`config.mk`:
```
export PLATFORM = sky130hd
export DESIGN_NAME = gps_time_packet_stamper
export DESIGN_NICKNAME = d
export VERILOG_FILES = /design/src/rtl/nmea_store.v /design/src/rtl/gps_time_packet_stamper.v
export VERILOG_INCLUDE_DIRS = /design/src /design/src/rtl
export SDC_FILE = /design/constraint.sdc
export NUM_CORES = 2
export LEC_CHECK = 0
export BUFFER_PORTS_ARGS = -buffer_cell sky130_fd_sc_hd__buf_2
export CAP_MARGIN = 20
export CORE_MARGIN = 2
export CORE_UTILIZATION = 35
export DETAILED_ROUTE_END_ITERATION = 8
export HOLD_SLACK_MARGIN = 0.03
export MAX_ROUTING_LAYER = met4
export PLACE_DENSITY = 0.52
export SLEW_MARGIN = 0
export SYNTH_ARGS = -nofsm -noshare
export SYNTH_HDL_FRONTEND = slang
export SYNTH_SLANG_ARGS = --single-unit
```
`constraint.sdc`:
```
create_clock -name mclk_i -period 11.65 [get_ports mclk_i]
set_input_delay 0 -clock mclk_i [delete_from_list [all_inputs] [get_ports mclk_i]]
set_output_delay 0 -clock mclk_i [all_outputs]
set_load 0.05 [all_outputs]
```
`src/rtl/gps_stamp_defs.vh`:
```
// Constants for the GPS time packet stamper
`ifndef GPS_STAMP_DEFS_VH
`define GPS_STAMP_DEFS_VH
`define CLK_HZ          32'd20000000
`define CLK_PER_US      8'd20
`define US_PER_SEC      20'd1000000
`define TICK_CYCLES     25'd20000000
`define YEAR_RST        8'h00
`define MONTH_RST       8'h01
`define DAY_RST         8'h01
`define HMS_RST         8'h00
`define MONTH_MAX       8'h0c
`define HOUR_MAX        8'h17
`define MINSEC_MAX      8'h3b
`define ASCII_ZERO      8'h30
`define FRAME_HDR_LEN   11'd42
`define UDP_DATA_LEN    11'd512
`define FRAME_LEN       11'd554
`define PAY_TIME_END    11'd18
`define PAY_NMEA_END    11'd102
`define PAY_FILL_END    11'd506
`define PAY_FIX_IDX     11'd506
`define PAY_LOCK_IDX    11'd507
`define FILL_BYTE       8'hdf
`define SYNC_BYTE0      8'hff
`define SYNC_BYTE1      8'hee
`define BCAST_BYTE      8'hff
`define PAY_ASCII_END   11'd14
`define ETHTYPE_HI      8'h08
`define ETHTYPE_LO      8'h00
`define IP_VER_IHL      8'h45
`define IP_TOS          8'h00
`define IP_TOTAL_LEN    16'd540
`define IP_FLAGS_DF     8'h40
`define IP_TTL          8'h40
`define IP_PROTO_UDP    8'h11
`define IP_SRC_ADDR     32'hc0a801c9
`define IP_DST_ADDR     32'hffffffff
`define UDP_SRC_PORT    16'h2710
`define UDP_DST_PORT    16'h277e
`define UDP_LEN         16'h0208
`define NMEA_LEN        7'd84
`define PPS_LOST_SECS   3'd2
`endif

```
`src/rtl/nmea_store.v`:
```
// Small memory that holds the last copied NMEA sentence
module nmea_store (
  // Clock
  input  wire       clk_i,
  // Write port
  input  wire       we_i,
  input  wire [6:0] waddr_i,
  input  wire [7:0] wdata_i,
  // Read port, data registered
  input  wire [6:0] raddr_i,
  output reg  [7:0] rdata_o
);
  reg [7:0] mem [0:127];

  // Write and registered read
  always @(posedge clk_i) begin
    if (we_i) begin
      mem[waddr_i] <= wdata_i;
    end
    rdata_o <= mem[raddr_i];
  end
endmodule // nmea_store

```
`src/rtl/gps_time_packet_stamper.v`:
```
// GPS time packet framer and second-resolution time keeper
// Function
// - Stamp six time bytes, year less 2000.
// - Order year month day hour minute second.
// - Sequence field only when option enabled.
// - Sequence 32 bits, low byte first.
// - One GPS packet per second, little endian.
// - Internal tick triggers packet before NMEA.
// - Free time starts 00-01-01 00:00:00.
// - Tick phase locks to PPS once synced.
// - Synced time comes from NMEA sentences.
// - GPS packet date YMD, time SMH.
// - At PPS use last NMEA plus one second.
// - On GPS loss keep ticking, accept drift.
// - Source 192.168.1.201, destination broadcast.
// - 42-byte header, broadcast MAC, type 0800.
// - UDP ports 10000 and 10110.
// - UDP length 0x208.
// - IPv4 fields fixed, DF, TTL 64, UDP.
// - Microsecond count within current second.
// - 512-byte payload with NMEA, fill, flags.
`include "gps_stamp_defs.vh"
module gps_time_packet_stamper (
  // Clock and reset
  input  wire        mclk_i,
  input  wire        nrst_i,
  // Timing inputs from GPS receiver
  input  wire        pps_i,
  // Parsed NMEA time, same clock domain
  input  wire        nmea_valid_i,
  input  wire [7:0]  nmea_year_i,
  input  wire [7:0]  nmea_month_i,
  input  wire [7:0]  nmea_day_i,
  input  wire [7:0]  nmea_hour_i,
  input  wire [7:0]  nmea_min_i,
  input  wire [7:0]  nmea_sec_i,
  input  wire [7:0]  nmea_fix_i,
  // NMEA sentence bytes to copy
  input  wire        nmea_byte_we_i,
  input  wire [6:0]  nmea_byte_addr_i,
  input  wire [7:0]  nmea_byte_i,
  // Configuration
  input  wire [47:0] src_mac_i,
  input  wire        seq_en_i,
  // Point cloud stamp interface
  input  wire        pc_sent_i,
  output reg  [47:0] pc_datetime_o,
  output reg  [31:0] pc_usec_o,
  output reg  [31:0] pc_seq_o,
  output wire        pc_seq_valid_o,
  // GPS frame byte stream
  input  wire        tx_ready_i,
  output wire        tx_valid_o,
  output reg  [7:0]  tx_data_o,
  output wire        tx_last_o,
  // Status
  output reg         pps_locked_o
);
  localparam ST_IDLE = 2'd0;
  localparam ST_SEND = 2'd1;
  localparam ST_READ = 2'd2;

  reg        rst_s1_q, rst_n_q;
  reg        pps_s1_q, pps_s2_q, pps_d_q;
  reg [24:0] tick_cnt_q;
  reg [7:0]  us_div_q;
  reg [19:0] us_cnt_q;
  reg [7:0]  yr_q, mo_q, dy_q, hr_q, mi_q, se_q;
  reg [7:0]  n_yr_q, n_mo_q, n_dy_q, n_hr_q, n_mi_q, n_se_q, fix_q;
  reg        have_nmea_q;
  reg [2:0]  pps_miss_q;
  reg [1:0]  st_q;
  reg [10:0] idx_q;
  reg [31:0] seq_q;
  reg [7:0]  byte_d;
  wire [7:0] nmea_rd;
  wire       pps_rise = pps_s2_q & ~pps_d_q;
  wire       tick_free = (tick_cnt_q == `TICK_CYCLES - 25'd1);
  wire       lock_now = pps_locked_o | (pps_rise & have_nmea_q);
  wire       tick = lock_now ? pps_rise : tick_free;
  wire [10:0] pay = idx_q - `FRAME_HDR_LEN;

  // Reset release through two flops
  always @(posedge mclk_i or negedge nrst_i) begin
    if (!nrst_i) begin
      rst_s1_q <= 1'b0;
      rst_n_q  <= 1'b0;
    end else begin
      rst_s1_q <= 1'b1;
      rst_n_q  <= rst_s1_q;
    end
  end

  // PPS synchroniser and edge detect
  always @(posedge mclk_i or negedge rst_n_q) begin
    if (!rst_n_q) begin
      pps_s1_q <= 1'b0;
      pps_s2_q <= 1'b0;
      pps_d_q  <= 1'b0;
    end else begin
      pps_s1_q <= pps_i;
      pps_s2_q <= pps_s1_q;
      pps_d_q  <= pps_s2_q;
    end
  end

  // Days in month, leap years by divisibility by four
  function [7:0] mdays;
    input [7:0] m;
    input [7:0] y;
    begin
      case (m)
        8'h02:   mdays = (y[1:0] == 2'b00) ? 8'h1d : 8'h1c;
        8'h04, 8'h06, 8'h09, 8'h0b: mdays = 8'h1e;
        default: mdays = 8'h1f;
      endcase
    end
  endfunction

  // ASCII tens digit and units digit of a 0..99 value
  function [15:0] ascii2;
    input [7:0] v;
    begin
      ascii2 = {`ASCII_ZERO + v / 8'd10, `ASCII_ZERO + v % 8'd10};
    end
  endfunction

  // Free tick counter, restarted by PPS when locked
  always @(posedge mclk_i or negedge rst_n_q) begin
    if (!rst_n_q) begin
      tick_cnt_q <= 25'h0;
    end else if (tick || tick_free) begin
      tick_cnt_q <= 25'h0;
    end else begin
      tick_cnt_q <= tick_cnt_q + 25'd1;
    end
  end

  // Microsecond count within the second
  always @(posedge mclk_i or negedge rst_n_q) begin
    if (!rst_n_q) begin
      us_div_q <= 8'h0;
      us_cnt_q <= 20'h0;
    end else if (tick) begin
      us_div_q <= 8'h0;
      us_cnt_q <= 20'h0;
    end else if (us_div_q == `CLK_PER_US - 8'd1) begin
      us_div_q <= 8'h0;
      if (us_cnt_q != `US_PER_SEC) begin
        us_cnt_q <= us_cnt_q + 20'd1;
      end
    end else begin
      us_div_q <= us_div_q + 8'd1;
    end
  end

  // Latch last parsed NMEA time
  always @(posedge mclk_i or negedge rst_n_q) begin
    if (!rst_n_q) begin
      n_yr_q <= `YEAR_RST;
      n_mo_q <= `MONTH_RST;
      n_dy_q <= `DAY_RST;
      n_hr_q <= `HMS_RST;
      n_mi_q <= `HMS_RST;
      n_se_q <= `HMS_RST;
      fix_q  <= 8'h00;
      have_nmea_q <= 1'b0;
    end else if (nmea_valid_i) begin
      n_yr_q <= nmea_year_i;
      n_mo_q <= nmea_month_i;
      n_dy_q <= nmea_day_i;
      n_hr_q <= nmea_hour_i;
      n_mi_q <= nmea_min_i;
      n_se_q <= nmea_sec_i;
      fix_q  <= nmea_fix_i;
      have_nmea_q <= 1'b1;
    end else if (pps_miss_q == `PPS_LOST_SECS) begin
      have_nmea_q <= 1'b0;
    end
  end

  // Lock state: PPS seen with NMEA, dropped after missed pulses
  always @(posedge mclk_i or negedge rst_n_q) begin
    if (!rst_n_q) begin
      pps_locked_o <= 1'b0;
      pps_miss_q   <= 3'd0;
    end else if (pps_rise) begin
      pps_miss_q <= 3'd0;
      if (have_nmea_q) begin
        pps_locked_o <= 1'b1;
      end
    end else if (tick_free) begin
      if (pps_miss_q == `PPS_LOST_SECS) begin
        pps_locked_o <= 1'b0;
      end else begin
        pps_miss_q <= pps_miss_q + 3'd1;
      end
    end
  end

  // Base time: last NMEA at a pulse, else own count
  wire       use_nmea = pps_rise & have_nmea_q;
  wire [7:0] b_yr = use_nmea ? n_yr_q : yr_q;
  wire [7:0] b_mo = use_nmea ? n_mo_q : mo_q;
  wire [7:0] b_dy = use_nmea ? n_dy_q : dy_q;
  wire [7:0] b_hr = use_nmea ? n_hr_q : hr_q;
  wire [7:0] b_mi = use_nmea ? n_mi_q : mi_q;
  wire [7:0] b_se = use_nmea ? n_se_q : se_q;
  // Carry chain for the added second
  wire       c_se = (b_se >= `MINSEC_MAX);
  wire       c_mi = c_se && (b_mi >= `MINSEC_MAX);
  wire       c_hr = c_mi && (b_hr >= `HOUR_MAX);
  wire       c_dy = c_hr && (b_dy >= mdays(b_mo, b_yr));
  wire       c_mo = c_dy && (b_mo >= `MONTH_MAX);
  // Time of day, one second added on each tick
  always @(posedge mclk_i or negedge rst_n_q) begin
    if (!rst_n_q) begin
      yr_q <= `YEAR_RST;
      mo_q <= `MONTH_RST;
      dy_q <= `DAY_RST;
      hr_q <= `HMS_RST;
      mi_q <= `HMS_RST;
      se_q <= `HMS_RST;
    end else if (tick) begin
      se_q <= c_se ? `HMS_RST : b_se + 8'd1;
      mi_q <= c_mi ? `HMS_RST : b_mi + {7'h00, c_se};
      hr_q <= c_hr ? `HMS_RST : b_hr + {7'h00, c_mi};
      dy_q <= c_dy ? `DAY_RST : b_dy + {7'h00, c_hr};
      mo_q <= c_mo ? `MONTH_RST : b_mo + {7'h00, c_dy};
      yr_q <= b_yr + {7'h00, c_mo};
    end
  end

  // Point cloud stamp outputs and sequence counter
  always @(posedge mclk_i or negedge rst_n_q) begin
    if (!rst_n_q) begin
      pc_datetime_o <= 48'h0;
      pc_usec_o     <= 32'h0;
      seq_q         <= 32'h0;
      pc_seq_o      <= 32'h0;
    end else begin
      pc_datetime_o <= {yr_q, mo_q, dy_q, hr_q, mi_q, se_q};
      pc_usec_o     <= {12'h000, us_cnt_q};
      pc_seq_o      <= seq_q;
      if (pc_sent_i && seq_en_i) begin
        seq_q <= seq_q + 32'd1;
      end
    end
  end
  assign pc_seq_valid_o = seq_en_i;

  // Header constants as vectors, so each byte is a plain slice
  wire [15:0] ip_len  = `IP_TOTAL_LEN;
  wire [31:0] ip_src  = `IP_SRC_ADDR;
  wire [31:0] ip_dst  = `IP_DST_ADDR;
  wire [47:0] udp_k   = {`UDP_SRC_PORT, `UDP_DST_PORT, `UDP_LEN};
  // IPv4 header checksum over constant fields, zero identification
  wire [31:0] ip_sum0 = {16'h0, `IP_VER_IHL, `IP_TOS} + {16'h0, ip_len}
                      + {16'h0, `IP_FLAGS_DF, 8'h00} + {16'h0, `IP_TTL, `IP_PROTO_UDP}
                      + {16'h0, ip_src[31:16]} + {16'h0, ip_src[15:0]}
                      + {16'h0, ip_dst[31:16]} + {16'h0, ip_dst[15:0]};
  wire [31:0] ip_sum1 = {16'h0, ip_sum0[15:0]} + {16'h0, ip_sum0[31:16]};
  wire [15:0] ip_csum = ~(ip_sum1[15:0] + ip_sum1[31:16]);

  // ASCII time bytes, units digit first: Y M D then S M H
  wire [95:0] t_asc = {ascii2(hr_q), ascii2(mi_q), ascii2(se_q),
                       ascii2(dy_q), ascii2(mo_q), ascii2(yr_q)};
  // Frame byte mux
  always @* begin
    byte_d = 8'h00;
    case (idx_q)
      11'd0, 11'd1, 11'd2, 11'd3, 11'd4, 11'd5: byte_d = `BCAST_BYTE;
      11'd6:  byte_d = src_mac_i[47:40];
      11'd7:  byte_d = src_mac_i[39:32];
      11'd8:  byte_d = src_mac_i[31:24];
      11'd9:  byte_d = src_mac_i[23:16];
      11'd10: byte_d = src_mac_i[15:8];
      11'd11: byte_d = src_mac_i[7:0];
      11'd12: byte_d = `ETHTYPE_HI;
      11'd13: byte_d = `ETHTYPE_LO;
      11'd14: byte_d = `IP_VER_IHL;
      11'd15: byte_d = `IP_TOS;
      11'd16: byte_d = ip_len[15:8];
      11'd17: byte_d = ip_len[7:0];
      11'd20: byte_d = `IP_FLAGS_DF;
      11'd22: byte_d = `IP_TTL;
      11'd23: byte_d = `IP_PROTO_UDP;
      11'd24: byte_d = ip_csum[15:8];
      11'd25: byte_d = ip_csum[7:0];
      11'd26: byte_d = ip_src[31:24];
      11'd27: byte_d = ip_src[23:16];
      11'd28: byte_d = ip_src[15:8];
      11'd29: byte_d = ip_src[7:0];
      11'd30: byte_d = ip_dst[31:24];
      11'd31: byte_d = ip_dst[23:16];
      11'd32: byte_d = ip_dst[15:8];
      11'd33: byte_d = ip_dst[7:0];
      11'd34: byte_d = udp_k[47:40];
      11'd35: byte_d = udp_k[39:32];
      11'd36: byte_d = udp_k[31:24];
      11'd37: byte_d = udp_k[23:16];
      11'd38: byte_d = udp_k[15:8];
      11'd39: byte_d = udp_k[7:0];
      // Bytes 40 and 41: UDP checksum left zero
      default: begin
        if (pay == 11'd0) byte_d = `SYNC_BYTE0;
        else if (pay == 11'd1) byte_d = `SYNC_BYTE1;
        else if (pay < `PAY_ASCII_END) byte_d = t_asc[{pay[3:0] - 4'd2, 3'b000} +: 8];
        else if (pay < `PAY_TIME_END) byte_d = 8'h00;
        else if (pay < `PAY_NMEA_END) byte_d = nmea_rd;
        else if (pay < `PAY_FILL_END) byte_d = `FILL_BYTE;
        else if (pay == `PAY_FIX_IDX) byte_d = fix_q;
        else if (pay == `PAY_LOCK_IDX) byte_d = {7'h00, pps_locked_o};
        else byte_d = 8'h00;
      end
    endcase
  end

  // NMEA copy memory, read one byte ahead of the frame index
  wire [10:0] next_pay = pay + 11'd1 - `PAY_TIME_END;
  nmea_store u_nmea (
    .clk_i   (mclk_i),
    .we_i    (nmea_byte_we_i),
    .waddr_i (nmea_byte_addr_i),
    .wdata_i (nmea_byte_i),
    .raddr_i (next_pay[6:0]),
    .rdata_o (nmea_rd)
  );

  // Frame sender: one frame per tick, stalls on tx_ready_i
  always @(posedge mclk_i or negedge rst_n_q) begin
    if (!rst_n_q) begin
      st_q      <= ST_IDLE;
      idx_q     <= 11'h0;
      tx_data_o <= 8'h00;
    end else begin
      case (st_q)
        ST_IDLE: begin
          if (tick) begin
            st_q  <= ST_READ;
            idx_q <= 11'h0;
          end
        end
        ST_READ: begin
          tx_data_o <= byte_d;
          st_q      <= ST_SEND;
        end
        ST_SEND: begin
          if (tx_ready_i) begin
            if (idx_q == `FRAME_LEN - 11'd1) begin
              st_q <= ST_IDLE;
            end else begin
              idx_q <= idx_q + 11'd1;
              st_q  <= ST_READ;
            end
          end
        end
        default: st_q <= ST_IDLE;
      endcase
    end
  end
  assign tx_valid_o = (st_q == ST_SEND);
  assign tx_last_o  = (st_q == ST_SEND) && (idx_q == `FRAME_LEN - 11'd1);
endmodule // gps_time_packet_stamper

```
After elaboration in Yosys (flattened, before gate mapping)
Memories as Yosys holds them, arrays and structs flattened. A register that Yosys moved wholly into a read port is not among the register bits.
Index checks and enable logic that the tools add are counted.
Widths: inputs -> output; s select.
{ "classes": {"addsub": 28, "multipliers": 0, "n_div": 12, "n_lt_le_gt_ge": 9, "eq_ne": 56, "shifts": 1, "mux": 47, "n_bitwise": 4, "reduce_logical": 29} }
{ "op_table": {"columns": ["op", "count"], "rows": [
  ["$pmux 8 s23", 1],
  ["$mux 8", 20],
  ["$eq 11x5->1 const B", 13],
  ["$add 6x8->8 const A", 12],
  ["$shiftx 96x8->8", 1],
  ["$eq 11x4->1 const B", 8],
  ["$eq 11x6->1 const B", 8],
  ["$mux 20", 3],
  ["$div 8x4->8 const B", 6],
  ["$mod 8x4->8 const B", 6],
  ["$eq 11x3->1 const B", 4],
  ["$add 8x1->8", 5],
  ["$mux 11", 3],
  ["$add 32x1->32 const B", 1],
  ["$add 25x1->25 const B", 1],
  ["$eq 25x25->1 const B", 1],
  ["$mux 25", 1],
  ["$eq 11x1->1 const B", 2],
  ["$eq 11x2->1 const B", 2],
  ["$eq 11x9->1 const B", 2],
  ["$logic_not 11->1", 2],
  ["$pmux 11 s2", 1],
  ["$add 20x1->20 const B", 1],
  ["$ne 20x20->1 const B", 1],
  ["other kinds (42)", 81]
]} }
{ "totals": {"ff_bits": 320, "latchBits": 0, "ramBits": 1024, "romBits": 0, "inputBits": 127, "output_inout_bits": 124, "wordCells": 218, "memories": 1} }
{ "mem_list": {"columns": ["name", "words", "width", "rd", "rd_clocked_by_memory_dff", "wr", "line_no", "text"], "rows": [
  ["u_nmea.mem", 128, 8, 1, 1, 1, "nmea_store.v:13", "reg [7:0] mem [0:127];"]
]} }

Depth between registers and ports, before layout
{ "logic_depth": {"word_depth": 11, "mapped_depth": 25, "ltp_nobuf": 21} }

By module
A second synthesis with hierarchy kept.
{ "unflattened": {"hier_cells": 3922, "hier_area_um2": 59727.3} }
{ "modules_own_cells": {"columns": ["module", "instances", "cells_per_inst", "area_each_um2", "seq_area_each_um2"], "rows": [
  ["nmea_store", 1, 1635, 39661.8, 30909.6],
  ["gps_time_packet_stamper", 1, 2287, 20065.5, 8012.7]
]} }

Worst setup path before layout
Ideal clock, no wire load.
{ "synth_path": {"path_type": "flip-flop to flip-flop", "from": "reg pps_d_q", "to": "reg yr_q[7]", "setup_time_ns": 0.137, "arrival_time_ns": 4.844, "required_time_ns": 11.513, "path_slack_ns": 6.669, "path_stages_with_launch": 24, "n_path_buf": 4, "period_less_slack_ns": 4.981, "path_cell_list": "dfrtp_1 and3b_1 buf_2 clkbuf_1 clkbuf_1 nand2_1 o21ai_0 ha_1 nor3_1 o211ai_1 o41a_1 buf_2 nand3_1 a221oi_2 o31ai_1 nor2_2 ha_1 nor3b_1 a21boi_0 nand2_1 nor2_1 a21oi_1 a21oi_1 a21oi_1"} }
{ "synth_between": {"elab_chain_cells": 11, "word_cells_on_any_way": 30, "classes_between": "1 x add/sub; 5 x order compare; 5 x eq/ne; 9 x mux; 4 x bitwise; 6 x reduce/logical"} }
{ "synth_lines": {"columns": ["element", "line_no", "text"], "rows": [
  ["start, declared", "gps_time_packet_stamper.v:64", "reg pps_s1_q, pps_s2_q, pps_d_q;"],
  ["start signal, assigned", "gps_time_packet_stamper.v:103", "pps_d_q <= pps_s2_q;"],
  ["$not 1->1 *", "gps_time_packet_stamper.v:77", "wire pps_rise = pps_s2_q & ~pps_d_q;"],
  ["$and 1x1->1 *", "gps_time_packet_stamper.v:77", null],
  ["$and 1x1->1", "gps_time_packet_stamper.v:79, gps_time_packet_stamper.v:202", null],
  ["$mux 8 (on tied branches)", "gps_time_packet_stamper.v:204, gps_time_packet_stamper.v:203", null],
  ["$eq 8x3->1 (tied with other cells)", "gps_time_packet_stamper.v:112", "case (m)"],
  ["$reduce_or 4->1 / $mux 1 (equally long branches)", "gps_time_packet_stamper.v:112, gps_time_packet_stamper.v:113", null],
  ["$pmux 2 s2", "gps_time_packet_stamper.v:112", null],
  ["$ge 8x8->1", "gps_time_packet_stamper.v:213", "wire c_dy = c_hr && (b_dy >= mdays(b_mo, b_yr));"],
  ["$logic_and 1x1->1", "gps_time_packet_stamper.v:213", null],
  ["$logic_and 1x1->1", "gps_time_packet_stamper.v:214", "wire c_mo = c_dy && (b_mo >= `MONTH_MAX);"],
  ["$add 8x1->8", "gps_time_packet_stamper.v:230", "yr_q <= b_yr + {7'h00, c_mo};"],
  ["end signal, assigned", "gps_time_packet_stamper.v:218", "yr_q <= `YEAR_RST;"],
  ["end signal, assigned", "gps_time_packet_stamper.v:230", null],
  ["end, declared", "gps_time_packet_stamper.v:68", "reg [7:0] yr_q, mo_q, dy_q, hr_q, mi_q, se_q;"]
]} }
Mark *: on every way between the ends. The rest lies on a longest branch, timed or not.
A chain may end at the register's enable or synchronous reset.

Final worst setup path
Same ends and word-level chain as after synthesis.

==> results.json <==
{
  "synth.avg_cell_area_um2": 15.1,
  "worstPathCellList": "and3b_4 > nand2_1 > o21ai_0 > ha_1 > nor3_1 > o211ai_1 > o41a_1 > nand3_1 > a221oi_2 > o31ai_1 > nor2_2 > ha_1 > nor3b_1 > a21boi_0 > nand2_1 > nor2_1 > a21oi_1 > a21oi_1 > a21oi_1",
  "hold_violations": 0,
  "synth_top_area_frac": 0.514,
  "instances_no_fill": 6717,
  "slew_headroom": 0.114,
  "cts_made_buffers": 148,
  "end_kind": "flip-flop",
  "antenna_found_initial": 3,
  "fp.dieArea_um2": 174000,
  "cp.required_ns": 12.27,
  "fill_cells": 15291,
  "initial_core_util": 0.353,
  "wire_per_inst_um": 24.5,
  "ios": 251,
  "fin_crit_sh": 0.533,
  "p_int_w": 0.0110,
  "post-route-min-period_ns": 6.21,
  "grt_pass1_wl_mm": 244,
  "rows": 151,
  "clk_path_buf_depth": 3,
  "path_class": "flip-flop to flip-flop",
  "vias": 36403,
  "syn_inst": 3967,
  "yosys_warnings": 0,
  "worst_ep_arrival_time_ns": 6.82,
  "clock-sinks": 1352,
  "ant_nets": 0,
  "postCtsSetupBuffers": 0,
  "critPathMaxFanout": 33,
  "comb_power_share": 0.397,
  "drc": 0,
  "cts_max_level": 4,
  "nets": 4549,
  "status": "completed",
  "postLayoutCoreUtil": 0.414,
  "cts_tree": "built",
  "yosys-top-cells-area": "edfxtp_1, dfrtp_1, mux4_2",
  "worstMarginPinSlew_ns": 1.31,
  "dp_hpwl_mm": 105,
  "grt_pass1_vias": 36600,
  "power_switching_w": 0.00644,
  "rsz0062_at_grt": "no",
  "viasPerCell": 5.42,
  "power_density_nw_per_um2": 249,
  "slew_viol_final": 0,
  "crit_family": "compound AO/OA/AOI/OAI gates",
  "first_pass_iters": 8,
  "synth_flop_cell": "edfxtp_1",
  "synth.most_common_cell": "edfxtp_1",
  "hold_class": "input port to flip-flop",
  "synth_enable_flop_cells": 1024,
  "cp_num_buf_inv": 0,
  "cpMaxStageDelayCell": "a221oi_2",
  "ir_worst_vdd_mv": 0.225,
  "worst_skew_pair.late_latency_ns": 0.78,
  "postRouteWirelength_mm": 165,
  "cts.repair.resized": 0,
  "pwr-share-seq": 0.339,
  "syn_to_final_growth_pct": 17.3,
  "tns_ns": 0,
  "path_common_cell": "a21oi_1",
  "die_y_um": 417,
  "synthArstFlopShare": 0.237,
  "drt-initial-drc-count": 3660,
  "yosysUniqueCellTypes": 109,
  "yosys.area.top_type": "edfxtp_1",
  "dp.cells": 6256,
  "ctsHoldBuffers": 195,
  "dieWidth_um": 417,
  "seq_area_frac_synth": 0.651,
  "netlist_area_um2": 59800,
  "gr-usage-all-layers": 0.193,
  "skew_ns": 0.0421,
  "grt-ovfl-total": 0,
  "p_leak_nw": 24.1,
  "drive_gt1_frac": 0.217,
  "max_cap_violations": 0,
  "portBuffers": 238,
  "grt_max_degree": 153,
  "crit_path_start_kind": "flip-flop",
  "netSwitchingFraction": 0.369,
  "coreArea_um2": 169000,
  "gp_congestion": 0.881,
  "synthTopCellsByCount": "edfxtp_1, mux4_2, dfrtp_1, nor2_1, nand2_1",
  "clk_pin_slew_ns": 0.06,
  "max_stage_delay_ns": 0.74,
  "ys_ff_latch": 1352,
  "setup_viol": 0,
  "fmax_mhz": 161,
  "root_buffer": "clkbuf_16",
  "clock_power_share": 0.264
}
## cell families (layout without fill, tap and decap cells)
kind of cell	after synthesis	count (layout)	share of synthesized area
mux	431	431	0.141
compound gates	650	650	0.0729
xor+xnor	114	114	0.0167
fa+ha+maj	40	40	0.00825
flops	1352	1352	0.651
other cells	2	24	0.000126
simple gates	1066	1066	0.0873
buf+inv	312	822	0.0225
## final cells by class
class | instances | area [um^2] | area share
Antenna cell | 1 | 2.50 | 0.0000357
Clock buffer | 201 | 4050 | 0.0578
Multi-Input combinational cell | 2324 | 19700 | 0.281
Clock inverter | 62 | 701 | 0.00999
Tap cell | 2218 | 2780 | 0.0396
Sequential cell | 1352 | 38900 | 0.555
Timing Repair Buffer | 504 | 3790 | 0.0541
Inverter | 55 | 206 | 0.00294
## stage by stage
| stage | area (um^2) | setup slack [ns] | total power [W] | hold WS (ns) |
|---|---|---|---|---|
| after floorplan | 59900 | 2.08 | 0.0107 | -0.296 |
| after global placement | 63400 | 5.67 | 0.0129 | -0.213 |
| after detailed placement | 63400 | 5.55 | 0.0129 | -0.212 |
| after CTS | 70100 | 5.53 | 0.0177 | 0.0575 |
| after global routing | 70100 | 4.94 | 0.0183 | 0.0908 |
| final | 70100 | 5.44 | 0.0175 | 0.0813 |
## worst reg2reg max path: stages (launching register included)
cell	delay, ns
dfrtp_1	0.38
and3b_4	0.54
nand2_1	0.10
o21ai_0	0.12
ha_1	0.32
nor3_1	0.12
o211ai_1	0.19
o41a_1	0.40
nand3_1	0.39
a221oi_2	0.74
o31ai_1	0.37
nor2_2	0.44
ha_1	0.25
nor3b_1	0.50
a21boi_0	0.55
nand2_1	0.21
nor2_1	0.14
a21oi_1	0.05
a21oi_1	0.17
a21oi_1	0.06
## worst paths after layout
path,cells past startpoint,startpoint,slack [ns],end
setup / recovery,19,pps_d_q,5.44,yr_q[7]
hold / removal,3,tx_ready_i,0.08,st_q[0]
setup reg to reg,19,pps_d_q,5.44,yr_q[7]
hold reg to reg,0,rst_n_q,0.33,pc_seq_o[13]
max in group asynchronous,2,rst_n_q,9.23,fix_q[5]
min in group asynchronous,0,rst_n_q,0.33,pc_seq_o[13]
## flip-flops by register name, summed over array words and instances (netlist names), 11 cells and up
| register | flops |
|---|---|
| pc_seq_o | 32 |
| pc_datetime_o | 48 |
| idx_q | 11 |
| pc_usec_o | 20 |
| us_cnt_q | 20 |
| tick_cnt_q | 25 |
| seq_q | 32 |
| u_nmea.mem | 1024 |
## power groups by stage
stage,sequential (W),combinational [W],clock (W)
6_report,0.00593,0.00694,0.00461
5_1_grt,0.00598,0.00742,0.00491
4_1_cts,0.00593,0.00700,0.00472
3_5_place_dp,0.00603,0.00689,0
3_3_place_gp,0.00603,0.00688,0
2_1_floorplan,0.00602,0.00467,0
## cells in the final DEF, fill, tap and decap left out, drive strengths merged, types with 33 or more instances in the layout
master / instances
nor2b: 34
dlygate4sd3: 195
o211ai: 33
a21oi: 126
clkinv: 43
o21ai: 163
nor2: 318
xnor2: 64
xor2: 50
ha: 37
inv: 61
a211oi: 34
nand2b: 46
dfrtp: 316
mux4: 321
edfxtp: 1024
nand2: 267
clkbuf: 201
mux2: 81
nand3: 113
nor3: 60
nand4: 35
buf: 309
## metal layers
metal / global-route usage / wire length (um) / up-vias
li1: - / - / 16370
met1: 0.250 / 69800 / 18757
met2: 0.313 / 81300 / 1045
met3: 0.0289 / 8050 / 231
met4: 0.0634 / 5380 / 0
met5: - / 0 / -
Power figures use the tool's default switching activity.
